[config.mk]
export PLATFORM = sky130hd
export DESIGN_NAME = adf_filter_chain
export DESIGN_NICKNAME = d
export VERILOG_FILES = /design/src/design/adf_pkg.sv /design/src/design/adf_buf_if.sv /design/src/design/adf_skid_buf.sv /design/src/design/adf_filter_chain.sv
export SDC_FILE = /design/constraint.sdc
export NUM_CORES = 2
export LEC_CHECK = 0
export BUFFER_PORTS_ARGS = -buffer_cell sky130_fd_sc_hd__clkbuf_2
export CAP_MARGIN = 20
export CORE_ASPECT_RATIO = 0.9
export CORE_UTILIZATION = 60
export DETAILED_ROUTE_END_ITERATION = 10
export HOLD_SLACK_MARGIN = 0.02
export PLACE_DENSITY = 0.77
export REMOVE_ABC_BUFFERS = 1
export SLEW_MARGIN = 15
export SYNTH_ARGS = -nofsm -noshare
export SYNTH_HDL_FRONTEND = slang
export SYNTH_SLANG_ARGS = --single-unit
[constraint.sdc]
create_clock -name clk_sys_in -period 33.8 [get_ports clk_sys_in]
set_input_delay 6.76 -clock clk_sys_in [delete_from_list [all_inputs] [get_ports clk_sys_in]]
set_output_delay 6.76 -clock clk_sys_in [all_outputs]
set_load 0.01 [all_outputs]
[src/design/adf_pkg.sv]
// Constants, register map and settings of the decimation filter chain.
// Assumes one system clock; register access arrives on a plain write/read port.
// Overview of operation
// - Overrange stops all sensor drive clocks for 0.5 ms.
// - Trip level near 8 g in lowest range, 16 g otherwise.
// - During protection outputs decay to zero and are still buffered.
// - Self test: enable first, then force; clear both to resume.
// - Self-test controls are bits of register 0x2E.
// - Low-pass decimator plus bypassable high-pass; rates 4 kHz to 3.9 Hz.
// - First stage always decimates to 4 kHz, about 1 kHz corner.
// - Second stage used at 2 kHz and below, bypassed at 4 kHz.
// - Rates are 4000 Hz over powers of two down to divide-by-1024.
// - Delay counted from converter entry to readable result.
// - High-pass is off after reset.
// - High-pass corner is bits 6 to 4 of filter_settings.
// - Corner code zero disables; codes 1 to 6 give shrinking corners.
// - Interpolator upsamples to 64 times the output rate.
// - Interpolated delay about 3.5 down to 2.5 output cycles.
// - Power-up: high-pass off, 1 kHz low-pass, 4000 Hz output rate.
// - Output rate is written into filter_settings.
package adf_pkg;
    localparam int unsigned CLK_HZ           = 20_000_000;
    localparam int unsigned ADC_HZ           = 256_000;
    localparam int unsigned BASE_HZ          = 4_000;
    localparam int unsigned STAGE1_RATIO     = ADC_HZ / BASE_HZ;
    localparam int unsigned PROTECT_US       = 500;
    localparam int unsigned PROTECT_CYCLES   = PROTECT_US * (CLK_HZ / 1_000_000);
    localparam int unsigned INTERP_FACTOR    = 64;
    localparam logic [7:0]  FILTER_ADDR      = 8'h28;
    localparam logic [7:0]  CHECK_ADDR       = 8'h2E;
    localparam logic [7:0]  FILTER_RESET     = 8'h00;
    localparam logic [7:0]  CHECK_RESET      = 8'h00;
    localparam int unsigned RATE_LSB         = 0;
    localparam int unsigned CORNER_LSB       = 4;
    localparam int unsigned INTERP_BIT       = 7;
    localparam logic [3:0]  RATE_MAX         = 4'hA;
    localparam int unsigned CHECK_EN_BIT     = 0;
    localparam int unsigned CHECK_FORCE_BIT  = 1;
    localparam logic [19:0] TRIP_LOW_RANGE   = 20'h40000;
    localparam logic [19:0] TRIP_HIGH_RANGE  = 20'h7FFFF;
    localparam int unsigned DECAY_SHIFT      = 4;
    // Corner code -> shift k, pole = 2^-k per output sample
    localparam logic [4:0]  CORNER_SHIFT [7] = '{5'h00, 5'h07, 5'h09, 5'h0B,
                                                 5'h0D, 5'h0F, 5'h11};
endpackage : adf_pkg

[src/design/adf_buf_if.sv]
// Carrier between the filter core and its two-entry output buffer.
// Assumes both ends run on the same clock.
`timescale 1ns/100ps
`default_nettype none
interface adf_buf_if #(parameter int W = 60);
    logic         valid;
    logic         ready;
    logic [W-1:0] data;
    modport src  (output valid, output data, input ready);
    modport sink (input valid, input data, output ready);
endinterface : adf_buf_if
`default_nettype wire

[src/design/adf_skid_buf.sv]
// Two-entry buffer between the filter core and the result port.
// Assumes the reader may stall any number of cycles.
`timescale 1ns/100ps
`default_nettype none
module adf_skid_buf #(
    parameter int W = 60
) (
    input  wire logic         clk_sys_in,
    input  wire logic         rst_in,
    adf_buf_if.sink           up,
    output logic              valid_out,
    output logic [W-1:0]      data_out,
    input  wire logic         ready_in
);
    logic [W-1:0] mem [2];
    logic         wp;
    logic         rp;
    logic [1:0]   cnt;
    logic         push;
    logic         pop;

    assign up.ready = (cnt != 2'h2);
    assign push     = up.valid && up.ready;
    assign pop      = valid_out && ready_in;

    always_ff @(posedge clk_sys_in or posedge rst_in) begin
        if (rst_in) begin
            wp  <= 1'b0;
            rp  <= 1'b0;
            cnt <= 2'h0;
        end else begin
            if (push) wp <= ~wp;
            if (pop) rp <= ~rp;
            cnt <= cnt + {1'b0, push} - {1'b0, pop};
        end
    end

    always_ff @(posedge clk_sys_in) begin
        if (push) mem[wp] <= up.data;
    end

    // Output is registered so the read port never sees combinational data
    always_ff @(posedge clk_sys_in or posedge rst_in) begin
        if (rst_in) begin
            valid_out <= 1'b0;
            data_out  <= '0;
        end else if (!valid_out || ready_in) begin
            valid_out <= (cnt - {1'b0, pop}) != 2'h0;
            data_out  <= mem[pop ? ~rp : rp];
        end
    end

    buf_level_a: assert property (@(posedge clk_sys_in) disable iff (rst_in)
        cnt <= 2'h2) else $error("buffer count beyond two");
endmodule : adf_skid_buf
`default_nettype wire

[src/design/adf_filter_chain.sv]
// Top of the digital filter chain: three axes of 20-bit converter samples,
// decimation to the programmed rate, optional high-pass and interpolation.
// Assumes converter samples arrive on clk_sys_in as single-cycle strobes.
`timescale 1ns/100ps
`default_nettype none
module adf_filter_chain
    import adf_pkg::*;
#(
    parameter int unsigned PROTECT_LEN = PROTECT_CYCLES
) (
    input  wire logic        clk_sys_in,
    input  wire logic        rst_in,
    input  wire logic        adc_valid_in,
    input  wire logic [59:0] adc_data_in,
    input  wire logic        high_range_in,
    input  wire logic        reg_wr_in,
    input  wire logic        reg_rd_in,
    input  wire logic [7:0]  reg_addr_in,
    input  wire logic [7:0]  reg_wdata_in,
    output logic [7:0]       reg_rdata_out,
    output logic             check_mode_enable_out,
    output logic             check_force_apply_out,
    output logic             drive_clk_en_out,
    output logic             sample_valid_out,
    output logic [59:0]      sample_data_out,
    input  wire logic        sample_ready_in,
    output logic             interp_strobe_out
);
    if (PROTECT_LEN < 1) begin : g_len_check
        $error("protection length must be positive");
    end

    typedef enum logic [1:0] {
        ADF_RUN     = 2'b01,
        ADF_PROTECT = 2'b10
    } adf_state_e;

    adf_state_e  state;
    logic [7:0]  filter_settings;
    logic [7:0]  mechanical_check_control;
    logic [3:0]  output_sample_rate;
    logic [2:0]  highpass_corner_select;
    logic        interp_enable;
    logic        settings_change;
    logic [31:0] protect_cnt;
    logic        over_any;
    logic [5:0]  s1_cnt;
    logic [9:0]  s2_cnt;
    logic [9:0]  s2_len;
    logic        s1_done;
    logic        s2_done;
    logic [9:0]  interp_cnt;
    logic [9:0]  interp_len;
    logic        out_push;
    logic [59:0] out_word;

    adf_buf_if #(.W(60)) bif ();

    assign output_sample_rate     = filter_settings[RATE_LSB +: 4];
    assign highpass_corner_select = filter_settings[CORNER_LSB +: 3];
    assign interp_enable          = filter_settings[INTERP_BIT];
    assign s1_done = adc_valid_in && (s1_cnt == 6'(STAGE1_RATIO - 1));
    assign s2_len  = 10'h3FF >> (4'hA - output_sample_rate);
    assign s2_done = s1_done && (s2_cnt == s2_len);

    function automatic logic tripped(input logic [19:0] v, input logic hi);
        logic [19:0] mag;
        mag = v[19] ? (~v + 20'h00001) : v;
        tripped = hi ? (mag >= TRIP_HIGH_RANGE) : (mag >= TRIP_LOW_RANGE);
    endfunction : tripped

    assign over_any = adc_valid_in &&
        (tripped(adc_data_in[19:0], high_range_in) ||
         tripped(adc_data_in[39:20], high_range_in) ||
         tripped(adc_data_in[59:40], high_range_in));

    // Register writes; rate index above ten is refused and kept
    always_ff @(posedge clk_sys_in or posedge rst_in) begin
        if (rst_in) begin
            filter_settings <= FILTER_RESET;
            settings_change <= 1'b0;
        end else begin
            settings_change <= 1'b0;
            if (reg_wr_in && reg_addr_in == FILTER_ADDR &&
                reg_wdata_in[3:0] <= RATE_MAX) begin
                filter_settings <= reg_wdata_in;
                settings_change <= (reg_wdata_in != filter_settings);
            end
        end
    end

    always_ff @(posedge clk_sys_in or posedge rst_in) begin
        if (rst_in) begin
            mechanical_check_control <= CHECK_RESET;
        end else if (reg_wr_in && reg_addr_in == CHECK_ADDR) begin
            mechanical_check_control <= {6'h00, reg_wdata_in[1:0]};
        end
    end

    // Force is honoured only while enable is set
    always_ff @(posedge clk_sys_in or posedge rst_in) begin
        if (rst_in) begin
            check_mode_enable_out <= 1'b0;
            check_force_apply_out <= 1'b0;
        end else begin
            check_mode_enable_out <= mechanical_check_control[CHECK_EN_BIT];
            check_force_apply_out <=
                mechanical_check_control[CHECK_EN_BIT] &&
                mechanical_check_control[CHECK_FORCE_BIT];
        end
    end

    always_ff @(posedge clk_sys_in or posedge rst_in) begin
        if (rst_in) begin
            reg_rdata_out <= 8'h00;
        end else if (reg_rd_in) begin
            case (reg_addr_in)
                FILTER_ADDR: reg_rdata_out <= filter_settings;
                CHECK_ADDR:  reg_rdata_out <= mechanical_check_control;
                default:     reg_rdata_out <= 8'h00;
            endcase
        end
    end

    // Overrange protection
    // A new trip during protection does not extend the hold-off period
    always_ff @(posedge clk_sys_in or posedge rst_in) begin
        if (rst_in) begin
            state       <= ADF_RUN;
            protect_cnt <= '0;
        end else begin
            case (state)
                ADF_RUN: begin
                    if (over_any) begin
                        state       <= ADF_PROTECT;
                        protect_cnt <= 32'(PROTECT_LEN - 1);
                    end
                end
                ADF_PROTECT: begin
                    if (protect_cnt == '0) state <= ADF_RUN;
                    else protect_cnt <= protect_cnt - 32'h1;
                end
                default: state <= ADF_RUN;
            endcase
        end
    end

    always_ff @(posedge clk_sys_in or posedge rst_in) begin
        if (rst_in) drive_clk_en_out <= 1'b1;
        else drive_clk_en_out <= !(over_any || (state == ADF_PROTECT &&
                                  protect_cnt != '0));
    end

    // Decimation counters
    always_ff @(posedge clk_sys_in or posedge rst_in) begin
        if (rst_in) begin
            s1_cnt <= '0;
            s2_cnt <= '0;
        end else if (settings_change) begin
            s1_cnt <= '0;
            s2_cnt <= '0;
        end else if (adc_valid_in) begin
            s1_cnt <= s1_done ? 6'h00 : s1_cnt + 6'h01;
            if (s1_done) s2_cnt <= s2_done ? 10'h000 : s2_cnt + 10'h001;
        end
    end

    // Per-axis datapath: boxcar decimators, high-pass, decay in protection
    genvar ax;
    for (ax = 0; ax < 3; ax++) begin : g_axis
        logic signed [25:0] acc1;
        logic signed [19:0] st1_next;
        logic signed [29:0] acc2;
        logic signed [19:0] dec;
        logic signed [19:0] sample_in;
        logic signed [39:0] hp_state;
        logic signed [19:0] hp_out;
        logic signed [19:0] result;
        logic signed [19:0] hold;

        assign sample_in = (state == ADF_PROTECT) ?
            (hold - (hold >>> DECAY_SHIFT)) :
            signed'(adc_data_in[ax*20 +: 20]);
        // Stage two adds this sample's stage-one result before scaling, so
        // a constant input comes out at unit gain at every rate
        assign st1_next = 20'((acc1 + 26'(sample_in)) >>> 6);
        assign dec = (output_sample_rate == 4'h0) ? st1_next :
            20'((acc2 + 30'(st1_next)) >>> output_sample_rate);
        assign hp_out = (highpass_corner_select == 3'h0 ||
                         highpass_corner_select == 3'h7) ? dec :
            20'(dec - 20'(hp_state >>> 20));

        always_ff @(posedge clk_sys_in or posedge rst_in) begin
            if (rst_in) begin
                acc1 <= '0; acc2 <= '0;
                hp_state <= '0; result <= '0; hold <= '0;
            end else if (settings_change) begin
                acc1 <= '0; acc2 <= '0; hp_state <= '0;
            end else if (adc_valid_in) begin
                if (state == ADF_PROTECT) hold <= sample_in;
                else hold <= result;
                acc1 <= s1_done ? 26'sh0 : acc1 + 26'(sample_in);
                if (s1_done) begin
                    acc2 <= s2_done ? 30'sh0 : acc2 + 30'(st1_next);
                end
                if (s2_done) begin
                    result <= hp_out;
                    hp_state <= hp_state + 40'((40'(hp_out) <<< 20) >>>
                        CORNER_SHIFT[highpass_corner_select[2:0] == 3'h7 ?
                        3'h0 : highpass_corner_select]);
                end
            end
        end
        assign out_word[ax*20 +: 20] = hp_out;
    end

    // Result push into the buffer; while the buffer is full a new result
    // overwrites the one still waiting in bif.data, so results can be lost
    assign out_push = s2_done && adc_valid_in && !settings_change;
    always_ff @(posedge clk_sys_in or posedge rst_in) begin
        if (rst_in) begin
            bif.valid <= 1'b0;
            bif.data  <= '0;
        end else begin
            if (out_push) begin
                bif.valid <= 1'b1;
                bif.data  <= out_word;
            end else if (bif.ready) begin
                bif.valid <= 1'b0;
            end
        end
    end

    // Interpolation strobes: 64 evenly spaced ticks per output period
    assign interp_len = s2_len;
    always_ff @(posedge clk_sys_in or posedge rst_in) begin
        if (rst_in) begin
            interp_cnt        <= '0;
            interp_strobe_out <= 1'b0;
        end else begin
            interp_strobe_out <= 1'b0;
            if (!interp_enable || settings_change) begin
                interp_cnt <= '0;
            end else if (adc_valid_in) begin
                // One tick every 2^rate converter samples: 64 per period
                interp_strobe_out <= (interp_cnt == 10'h000);
                interp_cnt <= (interp_cnt == interp_len) ? 10'h000 :
                    interp_cnt + 10'h001;
            end
        end
    end

    adf_skid_buf #(.W(60)) u_buf (
        .clk_sys_in (clk_sys_in),
        .rst_in     (rst_in),
        .up         (bif.sink),
        .valid_out  (sample_valid_out),
        .data_out   (sample_data_out),
        .ready_in   (sample_ready_in)
    );

    protect_start_a: assert property (@(posedge clk_sys_in) disable iff (rst_in)
        state == ADF_RUN && over_any |=> state == ADF_PROTECT)
        else $error("protection did not start");
    drive_off_a: assert property (@(posedge clk_sys_in) disable iff (rst_in)
        state == ADF_PROTECT && protect_cnt > 1 |=> !drive_clk_en_out)
        else $error("drive clocks running in protection");
    hp_reset_a: assert property (@(posedge clk_sys_in)
        $fell(rst_in) |-> highpass_corner_select == 3'h0)
        else $error("high-pass on after reset");
    force_gate_a: assert property (@(posedge clk_sys_in) disable iff (rst_in)
        check_force_apply_out |-> check_mode_enable_out)
        else $error("force without enable");
    check_write_a: assert property (@(posedge clk_sys_in) disable iff (rst_in)
        reg_wr_in && reg_addr_in == CHECK_ADDR |=>
        mechanical_check_control[1:0] == $past(reg_wdata_in[1:0]))
        else $error("self-test register not written");
    rate_range_a: assert property (@(posedge clk_sys_in) disable iff (rst_in)
        output_sample_rate <= RATE_MAX)
        else $error("rate index out of range");
    change_clear_a: assert property (@(posedge clk_sys_in) disable iff (rst_in)
        settings_change |=> s1_cnt == 6'h00 && s2_cnt == 10'h000)
        else $error("filter state not cleared");
    bypass_fast_a: assert property (@(posedge clk_sys_in) disable iff (rst_in)
        output_sample_rate == 4'h0 |-> s2_done == s1_done)
        else $error("second stage not bypassed");
    push_out_a: assert property (@(posedge clk_sys_in) disable iff (rst_in)
        out_push |=> bif.valid)
        else $error("result not offered");
    drive_back_a: assert property (
        @(posedge clk_sys_in) disable iff (rst_in)
        state == ADF_PROTECT && protect_cnt == '0 && !over_any |=>
        drive_clk_en_out) else $error("drive clocks not restored");
    interp_off_a: assert property (
        @(posedge clk_sys_in) disable iff (rst_in)
        !interp_enable |=> !interp_strobe_out)
        else $error("interpolation tick while disabled");
    rate_keep_a: assert property (
        @(posedge clk_sys_in) disable iff (rst_in)
        reg_wr_in && reg_addr_in == FILTER_ADDR &&
        reg_wdata_in[3:0] > RATE_MAX |=> $stable(filter_settings))
        else $error("bad rate index accepted");
    cov_slow_rate: cover property (@(posedge clk_sys_in)
        out_push && output_sample_rate == 4'h2);
    cov_protect: cover property (@(posedge clk_sys_in) state == ADF_PROTECT);
    cov_out: cover property (@(posedge clk_sys_in) sample_valid_out);
    cov_selftest: cover property (@(posedge clk_sys_in) check_force_apply_out);
    cov_interp: cover property (@(posedge clk_sys_in) interp_strobe_out);
endmodule : adf_filter_chain
`default_nettype wire

==> reports/summary.txt <==
Status: complete, no violations
Post-CTS Setup Inserts: 0
Hold Fails Final Rpt: 0
Startpoint class of the critical path: primary input
RSZ-0062 raised after global routing: no
Worst-path fanout max: 11
Global-route wire length before repair: 326300 um
Critical Path Most Common Cell: a21oi_1
Initial antenna violation count: 9
Core area: 98190 sq um
Yosys reg bits: 737
GRT Overall Usage: 42.35%
Largest net degree at the start of global routing: 121
DRT antenna net count: 0
Filler Cell Count: 8238
Tcrit/Tclk final: 59.79%
# Max-Cap Violations: 0
Cell count of the worst reg-to-reg path: 63
Vias: 57979
Worst setup EP type: register
CTS max path bufs: 3
Largest cells by area after synthesis: dfrtp_1 26%, ha_1 8.8%, edfxtp_1 6.1%
Iter 0 DRT Violations: 7394
I/O pin count: 156
Residual DRC: 0
CTS tree: built
Clock-pin slew on the worst setup and hold paths: 0.06 ns
Fmax: 49.48 MHz
Min-delay worst type: reg -> reg
CTS buffer count: 82
CP arrival: 20.75 ns
DP Wirelength: 160800 um
Drt pass-1 iters: 7
Clock sinks: 737
Critical path required time: 34.34 ns
Synth top area share: 25.91%
Port bufs: 155
Worst slew pin tran: 1.265 ns
Ys async rst share: 83.72%
Die Ht: 300.5 um
# resized after CTS: 0
Clock Latency Late Sink: 0.72 ns
Root buf cell: clkbuf_16
Layout Nets: 7708
R2r startpoint: g_axis[0].hold[0]$_DFFE_PP0P_
Proportion of layout cells with a drive suffix above 1: 8.085%
Post-synthesis sequential area ratio: 32.06%
Cts hold-fix bufs: 0
Clk_skew: 0.06227 ns
Worst stage delay on the critical path: 0.73 ns
Post-route minimum period: 20.21 ns
Inst Count DP: 8383
Worst path slowest cell: a2111oi_0
Die width: 333.7 um
Starting Density: 60.49%
Final wirelength: 217200 um
Mean Syn Cell Area: 8.241 sq um
Max H-tree Level: 3
Critical path startpoint: adc_data_in[0]
Routability cong.: 1.045
WHS Path Cells: 0
R2r endpoint: g_axis[0].hp_state[39]$_DFFE_PP0P_
Avg WL per Cell: 25.44 um
Full die area: 100300 sq um
EDFF count, synth: 120
Post-synthesis cell count: 7208
Slew HR: 15.04%
Setup TNS: 0 ns
Final cell count without fillers: 8537
Area leader, netlist: dfrtp_1
Area occupied by multi-input gates: 37910 sq um
Sequential Area: 19060 sq um
Max-slew violation count: 0
Synthesized cell area: 59400 sq um
GRT overflow: 0
Area grow syn2layout: 8.293%
Flop2flop setup slack: 16.77 ns
Setup violations, final: 0
Most frequently used flop master after synthesis: dfrtp_1
Setup CP Type: in -> reg
Vias in the first global route: 53359
Std cell rows: 109
Count of different cell masters after synthesis: 103
Crit path capture: g_axis[0].hp_state[39]$_DFFE_PP0P_
Synth warn: 0
Vias per cell: 6.791
## worst min path at each step
stage / to / start
2_1_floorplan: check_mode_enable_out$_DFF_PP0_ / mechanical_check_control[0]$_DFFE_PP0P_
3_3_place_gp: check_mode_enable_out$_DFF_PP0_ / mechanical_check_control[0]$_DFFE_PP0P_
3_5_place_dp: check_mode_enable_out$_DFF_PP0_ / mechanical_check_control[0]$_DFFE_PP0P_
4_1_cts: check_mode_enable_out$_DFF_PP0_ / mechanical_check_control[0]$_DFFE_PP0P_
5_1_grt: check_mode_enable_out$_DFF_PP0_ / mechanical_check_control[0]$_DFFE_PP0P_
6_report: check_mode_enable_out$_DFF_PP0_ / mechanical_check_control[0]$_DFFE_PP0P_
## placed cells by master (no fill, tap or decap), types with 106 or more instances in the layout
cell and instances:
buf_4 111, o21ai_0 535, edfxtp_1 120, a21o_1 179, inv_1 299, nand3_1 151, ha_1 417, mux2i_1 137
nand2_1 916, nor3_1 143, xnor2_1 248, dfrtp_1 609, nor2_1 687, clkbuf_2 155, a22o_1 106, a211oi_1 132
xor2_1 131, o21a_1 151, a21oi_1 569
## final cells by class
cell class | instances | area share (%)
Multi-Input combinational cell | 5797 | 58.93
Sequential cell | 737 | 29.63
Clock buffer | 102 | 3.416
Timing Repair Buffer | 266 | 2.501
Tap cell | 1276 | 2.482
Inverter | 307 | 1.803
Clock inverter | 51 | 1.237
Antenna cell | 1 | 0.003890
## layer usage
layer | vias up | part of all wire, % | track usage, %
li1 | 26179 | - | -
met1 | 27681 | 41 | 59.54
met2 | 3475 | 41 | 59.91
met3 | 636 | 13 | 12.83
met4 | 8 | 5.0 | 18.55
met5 | - | 0.027 | 0
## flip-flops by register name, indices dropped and copies added, names as in the netlist, 6 cells and up
name             flops
bif.data            60
filter_settings      8
g_axis.acc1         78
g_axis.acc2         90
g_axis.hold         60
g_axis.hp_state    120
g_axis.result       60
interp_cnt          10
protect_cnt         32
reg_rdata_out        8
s1_cnt               6
s2_cnt              10
u_buf.data_out      60
u_buf.mem          120
## logic make-up (layout without fill, tap and decap cells)
kind of cell / after synthesis / count (layout) / synth area share [%]
xor gates and xnor gates: 386 / 386 / 5.818
DFF: 737 / 737 / 32.06
AOI/OAI and AO/OA: 2377 / 2377 / 26.17
other: 0 / 1 / 0
and+or+nand+nor: 2396 / 2396 / 18.06
muxes: 204 / 204 / 4.110
buffers and inverters: 674 / 726 / 4.449
adders and majority gates: 434 / 434 / 9.331
## stage by stage
step / area, sq um / hold slack, ns / setup slack, ns / util [%]
2_1_floorplan: 57910 / 0.3816 / 9.766 / -
3_3_place_gp: 61300 / 0.4207 / 13.74 / 62.43
3_5_place_dp: 61310 / 0.4231 / 13.55 / 62.44
4_1_cts: 64310 / 0.4433 / 14.13 / 65.49
5_1_grt: 64320 / 0.4589 / 12.97 / 65.51
6_report: 64330 / 0.4356 / 13.59 / 65.51
## critical path, delay by kind of cell
family	cells	cell delay, ns
AO/OA/AOI/OAI	35	9.79
XOR/XNOR	5	1.70
adder cells (fa/ha/maj)	5	1.43
buffers and inverters	3	0.44
AND/OR/NAND/NOR	4	0.59
## Yosys cell counts (17+ instances only)
master	instances
nor3_1	146
nand2b_1	61
a22o_1	106
xnor2_1	248
nor2b_1	65
o21ai_0	536
a31oi_1	94
o31ai_1	50
a2111oi_0	19
a21oi_1	570
a221oi_1	34
mux4_2	28
a22oi_1	34
or3_1	53
nor2_1	700
nor4_1	26
edfxtp_1	120
o221ai_1	29
buf_1	44
o21bai_1	55
a211o_1	25
clkbuf_1	294
mux2_2	39
mux2i_1	137
o21a_1	151
and3_1	66
ha_1	419
nand2_1	919
a21boi_0	27
dfrtp_1	615
o211ai_1	69
or4_1	19
a21o_1	179
a211oi_1	133
nand3_1	152
and2_1	65
nand4_1	43
xor2_1	132
o22ai_1	59
inv_1	303
or2_2	23
o31a_1	17
Power is not shown: default switching activity piles up to over one toggle a cycle in this logic, so the estimate is an artifact.
